**src/include/ovd_pkg.sv**
```systemverilog
// ==========================================================================
// shared widths, reset values and arithmetic for the over-range detector
package ovd_pkg;

  // ========================================================================
  // widths
  localparam int SAMPLE_W = 9;
  localparam int MAG_W = 8;
  localparam int SEL_W = 3;
  localparam int HOLD_LEN_W = 11;
  localparam int HOLD_CNT_W = 10;
  localparam int NUM_CH_MAX = 4;

  // ========================================================================
  // codes and reset values
  localparam logic [SAMPLE_W-1:0] SAMPLE_MOST_NEG = 9'h100;
  localparam logic [SAMPLE_W-1:0] SAMPLE_RST = 9'h000;
  localparam logic [MAG_W-1:0] MAG_MAX = 8'hFF;
  localparam logic [HOLD_CNT_W-1:0] HOLD_CNT_RST = 10'h000;

  // ========================================================================
  // timing: shortest hold, in device clock cycles, scaled by 2**sel
  localparam logic [HOLD_LEN_W-1:0] HOLD_BASE_CYCLES = 11'h008;

  // saturating absolute value; the most negative code has no positive twin
  function automatic logic [MAG_W-1:0] ovd_magnitude(input logic [SAMPLE_W-1:0] s);
    logic [MAG_W-1:0] m;
    if (s == SAMPLE_MOST_NEG)
      m = MAG_MAX;
    else if (s[SAMPLE_W-1])
      m = MAG_W'(~s[MAG_W-1:0] + 8'h01);
    else
      m = s[MAG_W-1:0];
    return m;
  endfunction

  // hold length in cycles for a length select
  function automatic logic [HOLD_LEN_W-1:0] ovd_hold_len(input logic [SEL_W-1:0] sel);
    return HOLD_LEN_W'(HOLD_BASE_CYCLES << sel);
  endfunction

endpackage

```
**src/logic/ovd_hold_ctr.sv**
```systemverilog
`timescale 1ns/1ps
// ==========================================================================
// per-channel pulse stretcher for one over-range pin
module ovd_hold_ctr
  import ovd_pkg::*;
(
  input wire logic core_clk,
  input wire logic reset_n,
  input wire logic detect_enable,
  input wire logic [SEL_W-1:0] hold_length_sel,
  input wire logic hit,
  output logic overrange_out
);

  logic [HOLD_CNT_W-1:0] cnt;
  logic [HOLD_LEN_W-1:0] hold_len;
  logic [HOLD_CNT_W-1:0] next_cnt;
  logic next_out;
  logic cnt_live;

  // ========================================================================
  // next state: every hit reloads, so the pin drops a full length after the last
  assign hold_len = ovd_hold_len(hold_length_sel);
  assign cnt_live = (cnt != HOLD_CNT_RST);
  assign next_cnt = !detect_enable ? HOLD_CNT_RST :
                    hit ? HOLD_CNT_W'(hold_len - 11'h001) :
                    cnt_live ? HOLD_CNT_W'(cnt - 10'h001) : HOLD_CNT_RST;
  assign next_out = detect_enable && (hit || cnt_live);

  // ========================================================================
  // state registers
  always_ff @(posedge core_clk)
  begin
    if (!reset_n)
    begin
      cnt <= HOLD_CNT_RST;
      overrange_out <= 1'b0;
    end
    else
    begin
      cnt <= next_cnt;
      overrange_out <= next_out;
    end
  end
endmodule

```
**src/logic/ovd_detector.sv**
```systemverilog
`timescale 1ns/1ps
// ==========================================================================
// Operation
// capture each sample on the clock edge
// samples are 9-bit two's complement codes
// compare 8-bit absolute magnitude against threshold
// magnitude saturates: most negative gives 255
// one threshold shared by every channel
// detection works only while enable is one
// magnitude at or above threshold flags channel
// per-channel pins, unused channels stay low
// hold pin 8 times 2**sel cycles
// software sets threshold near full scale
// new event restarts the channel hold counter
module ovd_detector
  import ovd_pkg::*;
#(
  parameter int NUM_CH = 4
)
(
  input wire logic core_clk,
  input wire logic reset_n,
  input wire logic [SAMPLE_W-1:0] sample_ch_a,
  input wire logic [SAMPLE_W-1:0] sample_ch_b,
  input wire logic [SAMPLE_W-1:0] sample_ch_c,
  input wire logic [SAMPLE_W-1:0] sample_ch_d,
  input wire logic [MAG_W-1:0] overrange_threshold,
  input wire logic overrange_detect_enable,
  input wire logic [SEL_W-1:0] overrange_hold_length_sel,
  output logic overrange_out_ch_a,
  output logic overrange_out_ch_b,
  output logic overrange_out_ch_c,
  output logic overrange_out_ch_d
);

  // ========================================================================
  // declarations
  logic [SAMPLE_W-1:0] sample_in [NUM_CH_MAX];
  logic [SAMPLE_W-1:0] sample_q [NUM_CH_MAX];
  logic [MAG_W-1:0] mag [NUM_CH_MAX];
  logic [NUM_CH_MAX-1:0] ch_active;
  logic [NUM_CH_MAX-1:0] next_hit;
  logic [NUM_CH_MAX-1:0] hit_q;
  logic [NUM_CH_MAX-1:0] pin_out;

  // ========================================================================
  // input gathering; samples come from converter logic on this clock
  assign sample_in[0] = sample_ch_a;
  assign sample_in[1] = sample_ch_b;
  assign sample_in[2] = sample_ch_c;
  assign sample_in[3] = sample_ch_d;

  // ========================================================================
  // sample capture: one register stage keeps the compare path short
  always_ff @(posedge core_clk)
  begin
    if (!reset_n)
    begin
      for (int i = 0; i < NUM_CH_MAX; i++)
        sample_q[i] <= SAMPLE_RST;
    end
    else
    begin
      for (int i = 0; i < NUM_CH_MAX; i++)
        sample_q[i] <= sample_in[i]; // see
    end
  end

  // ========================================================================
  // magnitude and threshold compare per channel
  // a single shared threshold keeps the comparators identical across lanes
  genvar g;
  generate
    for (g = 0; g < NUM_CH_MAX; g++)
    begin : g_ch
      assign ch_active[g] = (g < NUM_CH);
      assign mag[g] = ovd_magnitude(sample_q[g]); // see
      assign next_hit[g] = overrange_detect_enable && ch_active[g]
                           && (mag[g] >= overrange_threshold); // see see
    end
  endgenerate

  // ========================================================================
  // registered hit flags
  always_ff @(posedge core_clk)
  begin
    if (!reset_n)
      hit_q <= '0;
    else
      hit_q <= next_hit;
  end

  // ========================================================================
  // hold counters; an unused lane sees enable low and so stays quiet
  generate
    for (g = 0; g < NUM_CH_MAX; g++)
    begin : g_hold
      ovd_hold_ctr u_hold (
        .core_clk(core_clk),
        .reset_n(reset_n),
        .detect_enable(overrange_detect_enable && ch_active[g]), // see
        .hold_length_sel(overrange_hold_length_sel),
        .hit(hit_q[g]),
        .overrange_out(pin_out[g])
      );
    end
  endgenerate

  // ========================================================================
  // pin mapping: lane a always first, so smaller variants use low pins
  assign overrange_out_ch_a = pin_out[0];
  assign overrange_out_ch_b = pin_out[1];
  assign overrange_out_ch_c = pin_out[2];
  assign overrange_out_ch_d = pin_out[3];

  generate
    for (g = 0; g < NUM_CH_MAX; g++)
    begin : g_chk

      if (g >= NUM_CH)
      begin : g_unused

      end
    end
  endgenerate
endmodule

```
**config.mk**
```make
export PLATFORM = sky130hd
export DESIGN_NAME = ovd_detector
export DESIGN_NICKNAME = d
export VERILOG_FILES = /design/src/include/ovd_pkg.sv /design/src/logic/ovd_hold_ctr.sv /design/src/logic/ovd_detector.sv
export SDC_FILE = /design/constraint.sdc
export NUM_CORES = 1
export LEC_CHECK = 0
export ABC_AREA = 0
export BUFFER_PORTS_ARGS = -buffer_cell sky130_fd_sc_hd__buf_2
export CORE_MARGIN = 1
export CORE_UTILIZATION = 32
export CTS_CLUSTER_DIAMETER = 40
export CTS_CLUSTER_SIZE = 8
export DETAILED_ROUTE_END_ITERATION = 10
export PLACE_DENSITY_LB_ADDON = 0.05
export REMOVE_ABC_BUFFERS = 1
export SLEW_MARGIN = 20
export SYNTH_ARGS = -nofsm -noshare
export SYNTH_HDL_FRONTEND = slang
export SYNTH_SLANG_ARGS = --single-unit
```
**constraint.sdc**
```tcl
create_clock -name core_clk -period 2.82 [get_ports core_clk]
set_input_delay 0.282 -clock core_clk [delete_from_list [all_inputs] [get_ports core_clk]]
set_output_delay 0.282 -clock core_clk [all_outputs]
set_load 0.01 [all_outputs]
```
**Word-level counts from Yosys, hierarchy flattened**

Memories as Yosys holds them, arrays and structs flattened.
Index checks and enable logic that the tools add are counted.

- Bits in registers: 48
- Bits in writable memories: 36
- Word-level logic and storage cells: 75
- Memories: 1

- $add $sub $neg: 9
- $lt $le $gt $ge: 4
- Equality and inequality tests: 4
- Shifts and indexed selects: 1
- Multiplexer cells: 22
- Bitwise operators: 8
- Reductions and logical operators: 17

Memory list:

| memory | words | width | read ports | clocked after Yosys merged registers in | wr ports | line | RTL |
|---|---|---|---|---|---|---|---|
| sample_q | 4 | 9 | 4 | 0 | 4 | ovd_detector.sv:39 | `logic [SAMPLE_W-1:0] sample_q [NUM_CH_MAX];` |

Operators with widths:

| kind | count |
|---|---|
| 2-to-1 mux 10 bit | 8 |
| 2-to-1 mux 8 bit | 8 |
| subtractor 10 x 1 -> 10 bit, second input constant | 5 |
| nonzero test 10 bit | 4 |
| == test 9 bit, second input constant | 4 |
| 2-to-1 mux 9 bit | 4 |
| adder 8 x 1 -> 8 bit, second input constant | 4 |
| greater-or-equal comparator 8 bit | 4 |
| inverter 8 bit | 4 |
| left shift 4 x 3 -> 10 bit, first input constant | 1 |
| logical AND 1 bit | 8 |
| logical OR 1 bit | 4 |
| bitwise OR 1 bit | 4 |
| 2-to-1 mux 1 bit | 2 |
| AND reduction 2 bit | 1 |

**Longest topological paths before layout**

Gate-level depths: netlist of run 1.
An unclocked memory read counts as a cell.

- Word-level depth: 7
- Mapped depth: 10
- Gate-level depth less buffers: 10

**Cells and area by module**

A second synthesis of run 1 with hierarchy kept.

- Cells, all modules: 639
- Area total of the unflattened synthesis: 5328.9 sq um

Modules (own cells, without submodules):

| module | times used | cells an instance | area an instance (sq um) |
|---|---|---|---|
| ovd_hold_ctr | 4 | 82 | 686.9 |
| ovd_detector | 1 | 311 | 2581.2 |

**Least setup slack after synthesis of run 1**

OpenSTA, ideal clock, no wires.

- Path type: register to register
- Start point: memory sample_q[1][1]
- End point: register hit_q[1]
- Library setup time: 0.117 ns
- Arrival time: 2.208 ns
- Data required time: 2.703 ns
- Path slack: 0.496 ns
- Stages on the path, launching flop included: 11
- Path buffers: 0
- Cell sequence: dfxtp_1 > inv_1 > ha_1 > or3b_2 > nor3_1 > a21boi_0 > o22a_1 > ha_1 > nand2_1 > o21ai_0 > a22o_1

RTL lines:

| element | line | RTL |
|---|---|---|
| from (decl) | ovd_detector.sv:39 |  |
| to (signal assigned) | ovd_detector.sv:90 | `hit_q <= next_hit;` |
| to (decl) | ovd_detector.sv:43 | `logic [NUM_CH_MAX-1:0] hit_q;` |

==> results_dict.tcl, run 1 <==
set metrics [dict create \
    clk_pin_slew_ns 0.06 \
    report.power.total_uw 4829 \
    antenna_found_initial 0 \
    grt_max_degree 37 \
    core_area_sq_um 13990 \
    crit_arrival_ns 2.83 \
    grt_pass1_wl_um 17410 \
    initial_core_util_pct 33.01 \
    rsz0062_at_grt "false" \
    cpMaxStageDelayCell "or3b_2" \
    synth_flop_cell "dfxtp_1" \
    maxSlewViolCount 0 \
    wl_per_cell_um 13.13 \
    place_congestion 0.7795 \
    cp.required_ns 3.06 \
    p_leak_uw 0.002404 \
    worstPathMaxFanout 5 \
    period_minus_slack_ns 2.589 \
    drt_iter0_drc 122 \
    syn_area_sq_um 4618 \
    setup_viol 0 \
    timing.critical_path.cells "inv_1 -> ha_1 -> or3b_2 -> nor3_1 -> o21ai_0 -> a21oi_1 -> ha_1 -> a21oi_1 -> o21ai_0 -> a22o_1" \
    final_common_cell "dfxtp_1" \
    tns_ns 0 \
    tritoncts "yes" \
    outcome "finished clean" \
    post_cts_buffers 0 \
    yosysUniqueCellTypes 43 \
    critPathBufInv 1 \
    worst_slew_pin_slew_ns 0.7719 \
    die-area_sq_um 14920 \
    crit_path_start_kind "flip-flop" \
    hold_slack_ns 0.1384 \
    synth-edff-count 0 \
    powerDensity_nw_per_um2 894.8 \
    grt_pass1_vias 3715 \
    grt.overflow.total 0 \
    peakVddDrop_uv 339.9 \
    clock.fmax_mhz 386.3 \
    clock_latency_ns 0.34 \
    ios 54 \
    drc 0 \
    vias 3878 \
    cts.sinks 84 \
    final_cell_mix "dfxtp_1 (84), nand2_1 (65), buf_2 (53)" \
    antenna_left 0 \
    synthToLayoutAreaGrowth_pct 16.85 \
    rows 43 \
    critical_path_class "reg -> reg" \
    cts_max_level 3 \
    path_delay_family "simple AND/OR/NAND/NOR gates" \
    num_antenna_cells 0 \
    synth-seq-cells 84 \
    cpPeakStageDelay_ns 0.47 \
    nNetsFinal 696 \
    final_util_pct 38.58 \
    synth_cells 547 \
    final-hold-violation-count 0 \
    fin_crit_sh_pct 91.80 \
    grt.total_usage_pct 15.27 \
    timing.hold.worst.class "in -> reg" \
    drive_gt1_share_pct 14.26 \
    cts_inserted_buffers 9 \
    vias_per_cell 4.909 \
    maxCapViolCount 0 \
    seq_area_frac_synth_pct 36.41 \
    slew_headroom_pct 47.87 \
    synth.largest_area_cell "dfxtp_1" \
    async_reset_ff_share_pct 0 \
    hpwlAfterDp_um 7644 \
    port_buffers 53 \
    routed_wl_um 10370 \
    root_buffer "clkbuf_16" \
    clockBufferDepth 2 \
    synth_area_per_cell_sq_um 8.443 \
    endpoint_kind "flip-flop" \
    yosys-top-cells-area "dfxtp_1 (36%), ha_1 (11%), nand2_1 (5.3%), and2_1 (5.0%), a21oi_1 (4.3%)" \
    ys_warn_count 0 \
    skew_ns 0.006038 \
    yosysTopAreaCellShare_pct 36.41 \
    die_h_um 122.1 \
    die-width_um 122.1 \
    dr.pass1.iters 4 \
]
==> cell type report <==
| type | count | area, sq um |
|---|---|---|
| fillers | 1474 | 8592 |
| multi-input cells | 414 | 2763 |
| flip-flops and latches | 84 | 1682 |
| repair buffers | 61 | 325.3 |
| clock buffers | 11 | 242.7 |
| well taps | 180 | 225.2 |
| inverters | 35 | 131.4 |
| clock inverters | 5 | 27.53 |
==> cells in the mapped netlist (2+ instances only) <==
library cell and n:
mux2i_1 8, xor2_1 22, o21ai_0 22, o22a_1 4, nor3b_1 3, a21boi_0 4
a22o_1 4, nand3_1 13, nand2_1 65, o22ai_1 13, a221oi_1 2, a211o_1 2
ha_1 41, and2_1 37, nand3b_1 4, nor2b_1 10, clkbuf_1 14, inv_1 35
nor2_1 25, nor4_2 2, a31oi_1 9, nor3_1 14, o31ai_1 5, dfxtp_1 84
or3b_2 5, a21oi_1 40, xnor2_1 14, a21o_1 3, or4_1 8, and3_1 4
o211ai_1 4, nand2b_1 10, nor4_1 7
==> power breakdown <==
part | total (uW) | leakage, uW | internal [uW] | switching, uW
logic | 2030 | 0.00158 | 963 | 1070
registers | 1700 | 0.000693 | 1460 | 246
clock network | 1090 | 0.000135 | 614 | 479
total | 4830 | 0.00240 | 3040 | 1790
==> kinds of logic after synthesis <==
logic type                 count (synthesis)  share of synthesized area, %
and+or+nand+nor                          210                         23.90
adders and majority gates                 41                         11.11
buffers and inverters                     49                         3.983
xor gates and xnor gates                  36                         6.827
AOI/OAI and AO/OA                        119                         16.04
muxes                                      8                         1.734
DFF                                       84                         36.41
==> state kept, by name (all words and copies together) (netlist names) <==
register                     cells
hit_q                            4
g_hold.u_hold.cnt               40
sample_q                        36
g_hold.u_hold.overrange_out      4
==> per-layer routing <==
layer | up-vias | share of wire (%) | GRT usage [%]
li1 | 2034 | - | -
met1 | 1768 | 48 | 18.64
met2 | 63 | 47 | 25.49
met3 | 13 | 3.5 | 4.448
met4 | 0 | 1.4 | 5.259
met5 | - | 0 | 0
==> path summary, 6_finish.rpt <==
check	start	to	slack, ns	cells after the start
worst min register to register	g_hold[0].u_hold.cnt[0]	g_hold[0].u_hold.cnt[0]	0.47	1
worst min-delay path	sample_ch_d[5]	sample_q[3][5]	0.14	2
worst max-delay path	sample_q[2][1]	hit_q[2]	0.23	10
worst max register to register	sample_q[2][1]	hit_q[2]	0.23	10
==> through the flow <==
stage / instance area (sq um) / setup slack [ns] / cells
2_1_floorplan: 4566 / 0.4956 / 533
3_3_place_gp: 5116 / 0.2506 / 774
3_5_place_dp: 5116 / 0.2028 / 774
4_1_cts: 5386 / 0.1862 / 790
5_1_grt: 5396 / 0.01268 / 790
6_report: 5396 / 0.2314 / 790
==> repair_timing <==
| action | in CTS | in global routing |
|---|---|---|
| endpoints found under the setup margin | 0 | 2 |
| gates resized for setup | 0 | 2 |
| hold buffers | 0 | 0 |
(Power assumes the default switching activity.)
==> inputs of run 2 (changes only) <==
--- a/config.mk
+++ b/config.mk
@@ -17,4 +17,5 @@
 export SLEW_MARGIN = 20
 export SYNTH_ARGS = -nofsm -noshare
 export SYNTH_HDL_FRONTEND = slang
+export SYNTH_HIERARCHICAL = 1
 export SYNTH_SLANG_ARGS = --single-unit
==> results_dict.tcl, run 2 <==
set metrics [dict create \
    grt.overflow.total 0 \
    yosysTopAreaCellShare_pct 31.56 \
    wl_per_cell_um 13.13 \
    peakVddDrop_uv 301.7 \
    outcome "finished clean" \
    port_buffers 53 \
    die-area_sq_um 17170 \
    synth_area_per_cell_sq_um 8.339 \
    clock.fmax_mhz 378.0 \
    nNetsFinal 784 \
    synth_cells 639 \
    async_reset_ff_share_pct 0 \
    grt_pass1_wl_um 20200 \
    vias_per_cell 5.091 \
    cp.required_ns 3.05 \
    endpoint_kind "flip-flop" \
    critical_path_class "reg -> reg" \
    worstPathMaxFanout 4 \
    ios 54 \
    final_area_sq_um 6118 \
    powerDensity_nw_per_um2 929.9 \
    core_area_sq_um 16060 \
    die-width_um 131.0 \
    worst_slew_pin_slew_ns 0.6622 \
    maxCapViolCount 0 \
    synth-edff-count 0 \
    p_leak_uw 0.002423 \
    hpwlAfterDp_um 9055 \
    cts.sinks 84 \
    final_common_cell "dfxtp_1" \
    synth-seq-cells 84 \
    dr.pass1.iters 4 \
    synth.largest_area_cell "dfxtp_1" \
    setup_viol 0 \
    cts_max_level 3 \
    ys_warn_count 6 \
    timing.hold.worst.class "in -> reg" \
    slew_headroom_pct 55.45 \
    grt_max_degree 37 \
    tns_ns 0 \
    vias 4638 \
    maxSlewViolCount 0 \
    skew_ns 0.004936 \
    tritoncts "yes" \
    multi_input_area_sq_um 3406 \
    clk_pin_slew_ns 0.06 \
    antenna_found_initial 0 \
    cts_inserted_buffers 9 \
    grt.total_usage_pct 15.01 \
    yosysMostFrequentCell "dfxtp_1" \
    largest_reg_flops 40 \
    crit_arrival_ns 2.87 \
    clockBufferDepth 2 \
    report.power.total_uw 5690 \
    routed_wl_um 11960 \
    yosys-top-cells-area "dfxtp_1 (32%), ha_1 (10%), a21oi_1 (5.3%), and2_1 (4.7%), nand2_1 (4.3%)" \
    rsz0062_at_grt "false" \
    final-hold-violation-count 0 \
    syn_area_sq_um 5329 \
    root_buffer "clkbuf_16" \
    die_h_um 131.0 \
    top_register "g_hold.u_hold/cnt" \
    detailed_place.area_sq_um 5804 \
    reg_top3 "g_hold.u_hold/cnt (40), sample_q (36)" \
    seq_area_frac_synth_pct 31.56 \
    register_area_sq_um 1682 \
    crit_path_start_kind "flip-flop" \
    synth_flop_cell "dfxtp_1" \
    drc 0 \
    drt_iter0_drc 151 \
    num_antenna_cells 0 \
    fillers 1634 \
    place_congestion 0.8298 \
    fin_crit_sh_pct 93.82 \
    period_minus_slack_ns 2.646 \
    antenna_left 0 \
    yosysUniqueCellTypes 48 \
    clock_latency_ns 0.34 \
    initial_core_util_pct 33.19 \
    rows 46 \
    post_cts_buffers 0 \
    synthTopCellsByCount "dfxtp_1 (84), nand2_1 (61), a21oi_1 (56)" \
    synthToLayoutAreaGrowth_pct 14.82 \
    grt_pass1_vias 4390 \
    final_cell_mix "dfxtp_1 (84), nand2_1 (61), a21oi_1 (56)" \
    drive_gt1_share_pct 14.10 \
]
[run 2: changes by cell type in the layout (fill, tap and decap cells not counted), moves of 8 or more]
cell / previous run / this run
o21ai_1: 0 / 14
nor3b_1: 3 / 12
or3_1: 0 / 13
mux2i_1: 8 / 0
o22ai_1: 13 / 0
xor2_1: 22 / 11
a21oi_1: 40 / 56
a21boi_0: 4 / 16
a31oi_1: 9 / 18
[run 2: timing repair]
action / in CTS / in global routing
hold buffers: 0 / 0
gates resized for setup: 0 / 4
endpoints found under the setup margin: 0 / 2
[run 2: final timing paths]
check	from	to	slack (ns)	cells after the start
setup / recovery	sample_q[2][0]	hit_q[2]	0.17	10
hold / removal	sample_ch_b[6]	sample_q[1][6]	0.14	2
setup reg to reg	sample_q[2][0]	hit_q[2]	0.17	10
hold reg to reg	g_hold[3].u_hold/cnt[0]	g_hold[3].u_hold/cnt[0]	0.48	1
[run 2: kinds of logic (layout without fill, tap and decap cells)]
group,after synthesis,after routing,share of synthesized area (%)
fa+ha+maj,44,44,10.33
flops,84,84,31.56
compound gates,184,184,22.68
xor+xnor,22,22,3.616
simple gates,248,248,27.10
buf+inv,57,113,4.719
[run 2: worst max-delay path, cell delays in order (launching register included)]
cell	delay (ns)
dfxtp_1	0.33
inv_1	0.08
ha_1	0.17
nand4bb_1	0.16
or3b_1	0.45
and2_1	0.18
ha_1	0.26
nand2b_1	0.16
a2111oi_2	0.37
nor4_1	0.10
a211o_1	0.27
[run 2: final cells by class]
| type | instances | area share (%) |
|---|---|---|
| inverter | 37 | 2.270 |
| tap | 216 | 4.417 |
| timing repair buffer | 60 | 5.194 |
| clock inverter | 4 | 0.7771 |
| multi-input combinational | 498 | 55.66 |
| sequential | 84 | 27.48 |
| clock buffer | 12 | 4.192 |
[run 2: report_power, final]
group | internal, uW | leakage, uW | switching (uW) | total, uW
Clock | 732 | 0.000149 | 480 | 1210
Sequential | 1490 | 0.000692 | 398 | 1890
Combinational | 1230 | 0.00158 | 1360 | 2590
Total | 3450 | 0.00242 | 2240 | 5690
[run 2: layer usage]
metal / global-route usage, % / share of wire [%] / vias up
li1: - / - / 2434
met5: 0 / 0 / -
met1: 17.55 / 47 / 2124
met2: 26.67 / 48 / 64
met4: 6.829 / 1.8 / 0
met3: 2.606 / 2.9 / 16
[run 2: per-stage QoR]
| step | worst slack, ns | hold slack [ns] | std cells | utilization (%) |
|---|---|---|---|---|
| global placement | 0.1930 | 0.4693 | 895 | 36.15 |
| detailed placement | 0.1077 | 0.4863 | 895 | 36.15 |
| floorplan | 0.2528 | 0.4037 | 619 | - |
| finish | 0.1743 | 0.1379 | 911 | 38.10 |
| CTS | 0.09697 | 0.1220 | 911 | 38.04 |
| global route | 0.001762 | 0.1303 | 911 | 38.10 |
==> inputs of run 3 (changes only) <==
--- a/config.mk
+++ b/config.mk
@@ -13,6 +13,7 @@
 export CTS_CLUSTER_SIZE = 8
 export DETAILED_ROUTE_END_ITERATION = 10
 export PLACE_DENSITY_LB_ADDON = 0.05
+export RECOVER_POWER = 100
 export REMOVE_ABC_BUFFERS = 1
 export SLEW_MARGIN = 20
 export SYNTH_ARGS = -nofsm -noshare
==> results_dict.tcl, run 3 (same netlist as run 2, synthesis figures left out) <==
set metrics [dict create \
    cpPeakStageDelay_ns 0.46 \
    rsz0062_at_grt "false" \
    reg_top3 "g_hold.u_hold/cnt (40), sample_q (36)" \
    drt_iter0_drc 170 \
    clk_pin_slew_ns 0.06 \
    worstPathMaxFanout 7 \
    die_h_um 131.0 \
    final-hold-violation-count 0 \
    dr.pass1.iters 4 \
    cts_inserted_buffers 9 \
    synthToLayoutAreaGrowth_pct 13.59 \
    peakVddDrop_uv 299.9 \
    hpwlAfterDp_um 9055 \
    place_congestion 0.8298 \
    p_leak_uw 0.002375 \
    core_area_sq_um 16060 \
    period_minus_slack_ns 2.648 \
    grt_pass1_wl_um 20200 \
    crit_arrival_ns 2.87 \
    cts-resized-gates 0 \
    clockBufferDepth 2 \
    port_buffers 53 \
    grt_max_degree 37 \
    crit_path_start_kind "flip-flop" \
    die-width_um 131.0 \
    hold_slack_ns 0.1389 \
    drc 0 \
    clock_latency_ns 0.34 \
    die-area_sq_um 17170 \
    critical_path_class "reg -> reg" \
    maxCapViolCount 0 \
    worst_slew_pin_slew_ns 1.059 \
    clock.fmax_mhz 377.6 \
    tns_ns 0 \
    slew_headroom_pct 29.39 \
    setup_viol 0 \
    hold_start "sample_ch_b[6]" \
    grt_pass1_vias 4390 \
    timing.critical_path.cells "inv_1 -> ha_2 -> nand4bb_1 -> or3b_1 -> and2_1 -> ha_1 -> nand2b_1 -> a2111oi_1 -> o31a_1 -> o21ai_0" \
    rows 46 \
    ios 54 \
    outcome "finished clean" \
    routed_wl_um 11960 \
    cpMaxStageDelayCell "or3b_1" \
    antenna_left 0 \
    initial_core_util_pct 33.19 \
    vias 4637 \
    cts_max_level 3 \
    endpoint_kind "flip-flop" \
    top_register "g_hold.u_hold/cnt" \
    num_antenna_cells 0 \
    grt.total_usage_pct 15.01 \
    timing.hold.worst.class "in -> reg" \
    cts.sinks 84 \
    tritoncts "yes" \
    skew_ns 0.005407 \
    fin_crit_sh_pct 93.90 \
    cp.required_ns 3.04 \
    antenna_found_initial 0 \
    drive_gt1_share_pct 11.94 \
    final_common_cell "dfxtp_1" \
    root_buffer "clkbuf_16" \
    wl_per_cell_um 13.12 \
    powerDensity_nw_per_um2 913.3 \
    post_cts_buffers 0 \
    cts_hold_buf 0 \
    fillers 1645 \
    rr_startpoint "sample_q[3][1]" \
    largest_reg_flops 40 \
    maxSlewViolCount 0 \
    vias_per_cell 5.090 \
    nNetsFinal 784 \
    grt.overflow.total 0 \
    final_cell_mix "dfxtp_1 (84), nand2_1 (61), a21oi_1 (56)" \
    crit_start "sample_q[3][1]" \
]
run 3: cell count changes in the layout (fill, tap and decap cells not counted), moves of 4 or more:
cell / change
buf_2: -5
o21ai_1: -11
a31oi_2: -4
and2_0: +16
clkbuf_1: +6
o21ai_0: +11
nor4b_2: -4
a31oi_1: +4
nor4b_1: +4
and2_1: -16
run 3: critical path, delay by kind of cell, from the launching register on:
| family | cells | cell delay, ns |
|---|---|---|
| flops | 1 | 0.33 |
| simple gates | 4 | 0.97 |
| buf+inv | 1 | 0.08 |
| compound gates | 3 | 0.66 |
| fa+ha+maj | 2 | 0.50 |
run 3: power by group:
group	internal (uW)	switching (uW)
registers	1490	387
logic	1130	1310
clock network	732	478
total	3350	2180
run 3: worst paths after layout:
kind	end	slack, ns	cells past startpoint
max	hit_q[3]	0.17	10
max reg2reg	hit_q[3]	0.17	10
min	sample_q[1][6]	0.14	2
min reg2reg	g_hold[3].u_hold/cnt[0]	0.48	1
run 3: final cells by class:
cell class,instances,area [sq um],share of cell area (%)
Sequential cell,84,1682,27.78
Clock inverter,4,47.55,0.7854
Clock buffer,12,256.5,4.237
Inverter,37,138.9,2.294
Multi-Input combinational cell,498,3351,55.35
Timing Repair Buffer,60,307.8,5.085
Tap cell,216,270.3,4.465
run 3: metrics by stage:
step                setup slack [ns]  util [%]  power, uW  cells  instance area (sq um)
detailed placement            0.1077     36.15       4508    895                   5804
floorplan                     0.2528         -       3891    619                   5216
global route                0.001762     37.70       6017    911                   6053
CTS                          0.09697     38.04       5753    911                   6108
finish                        0.1719     37.70       5529    911                   6053
global placement              0.1930     36.15       4477    895                   5804
run 3: layer usage:
layer / vias to the layer above / part of all wire, % / global-route usage, %
li1: 2436 / - / -
met1: 2109 / 47 / 17.55
met2: 76 / 48 / 26.67
met3: 16 / 3.0 / 2.606
met4: 0 / 1.8 / 6.829
met5: - / 0 / 0
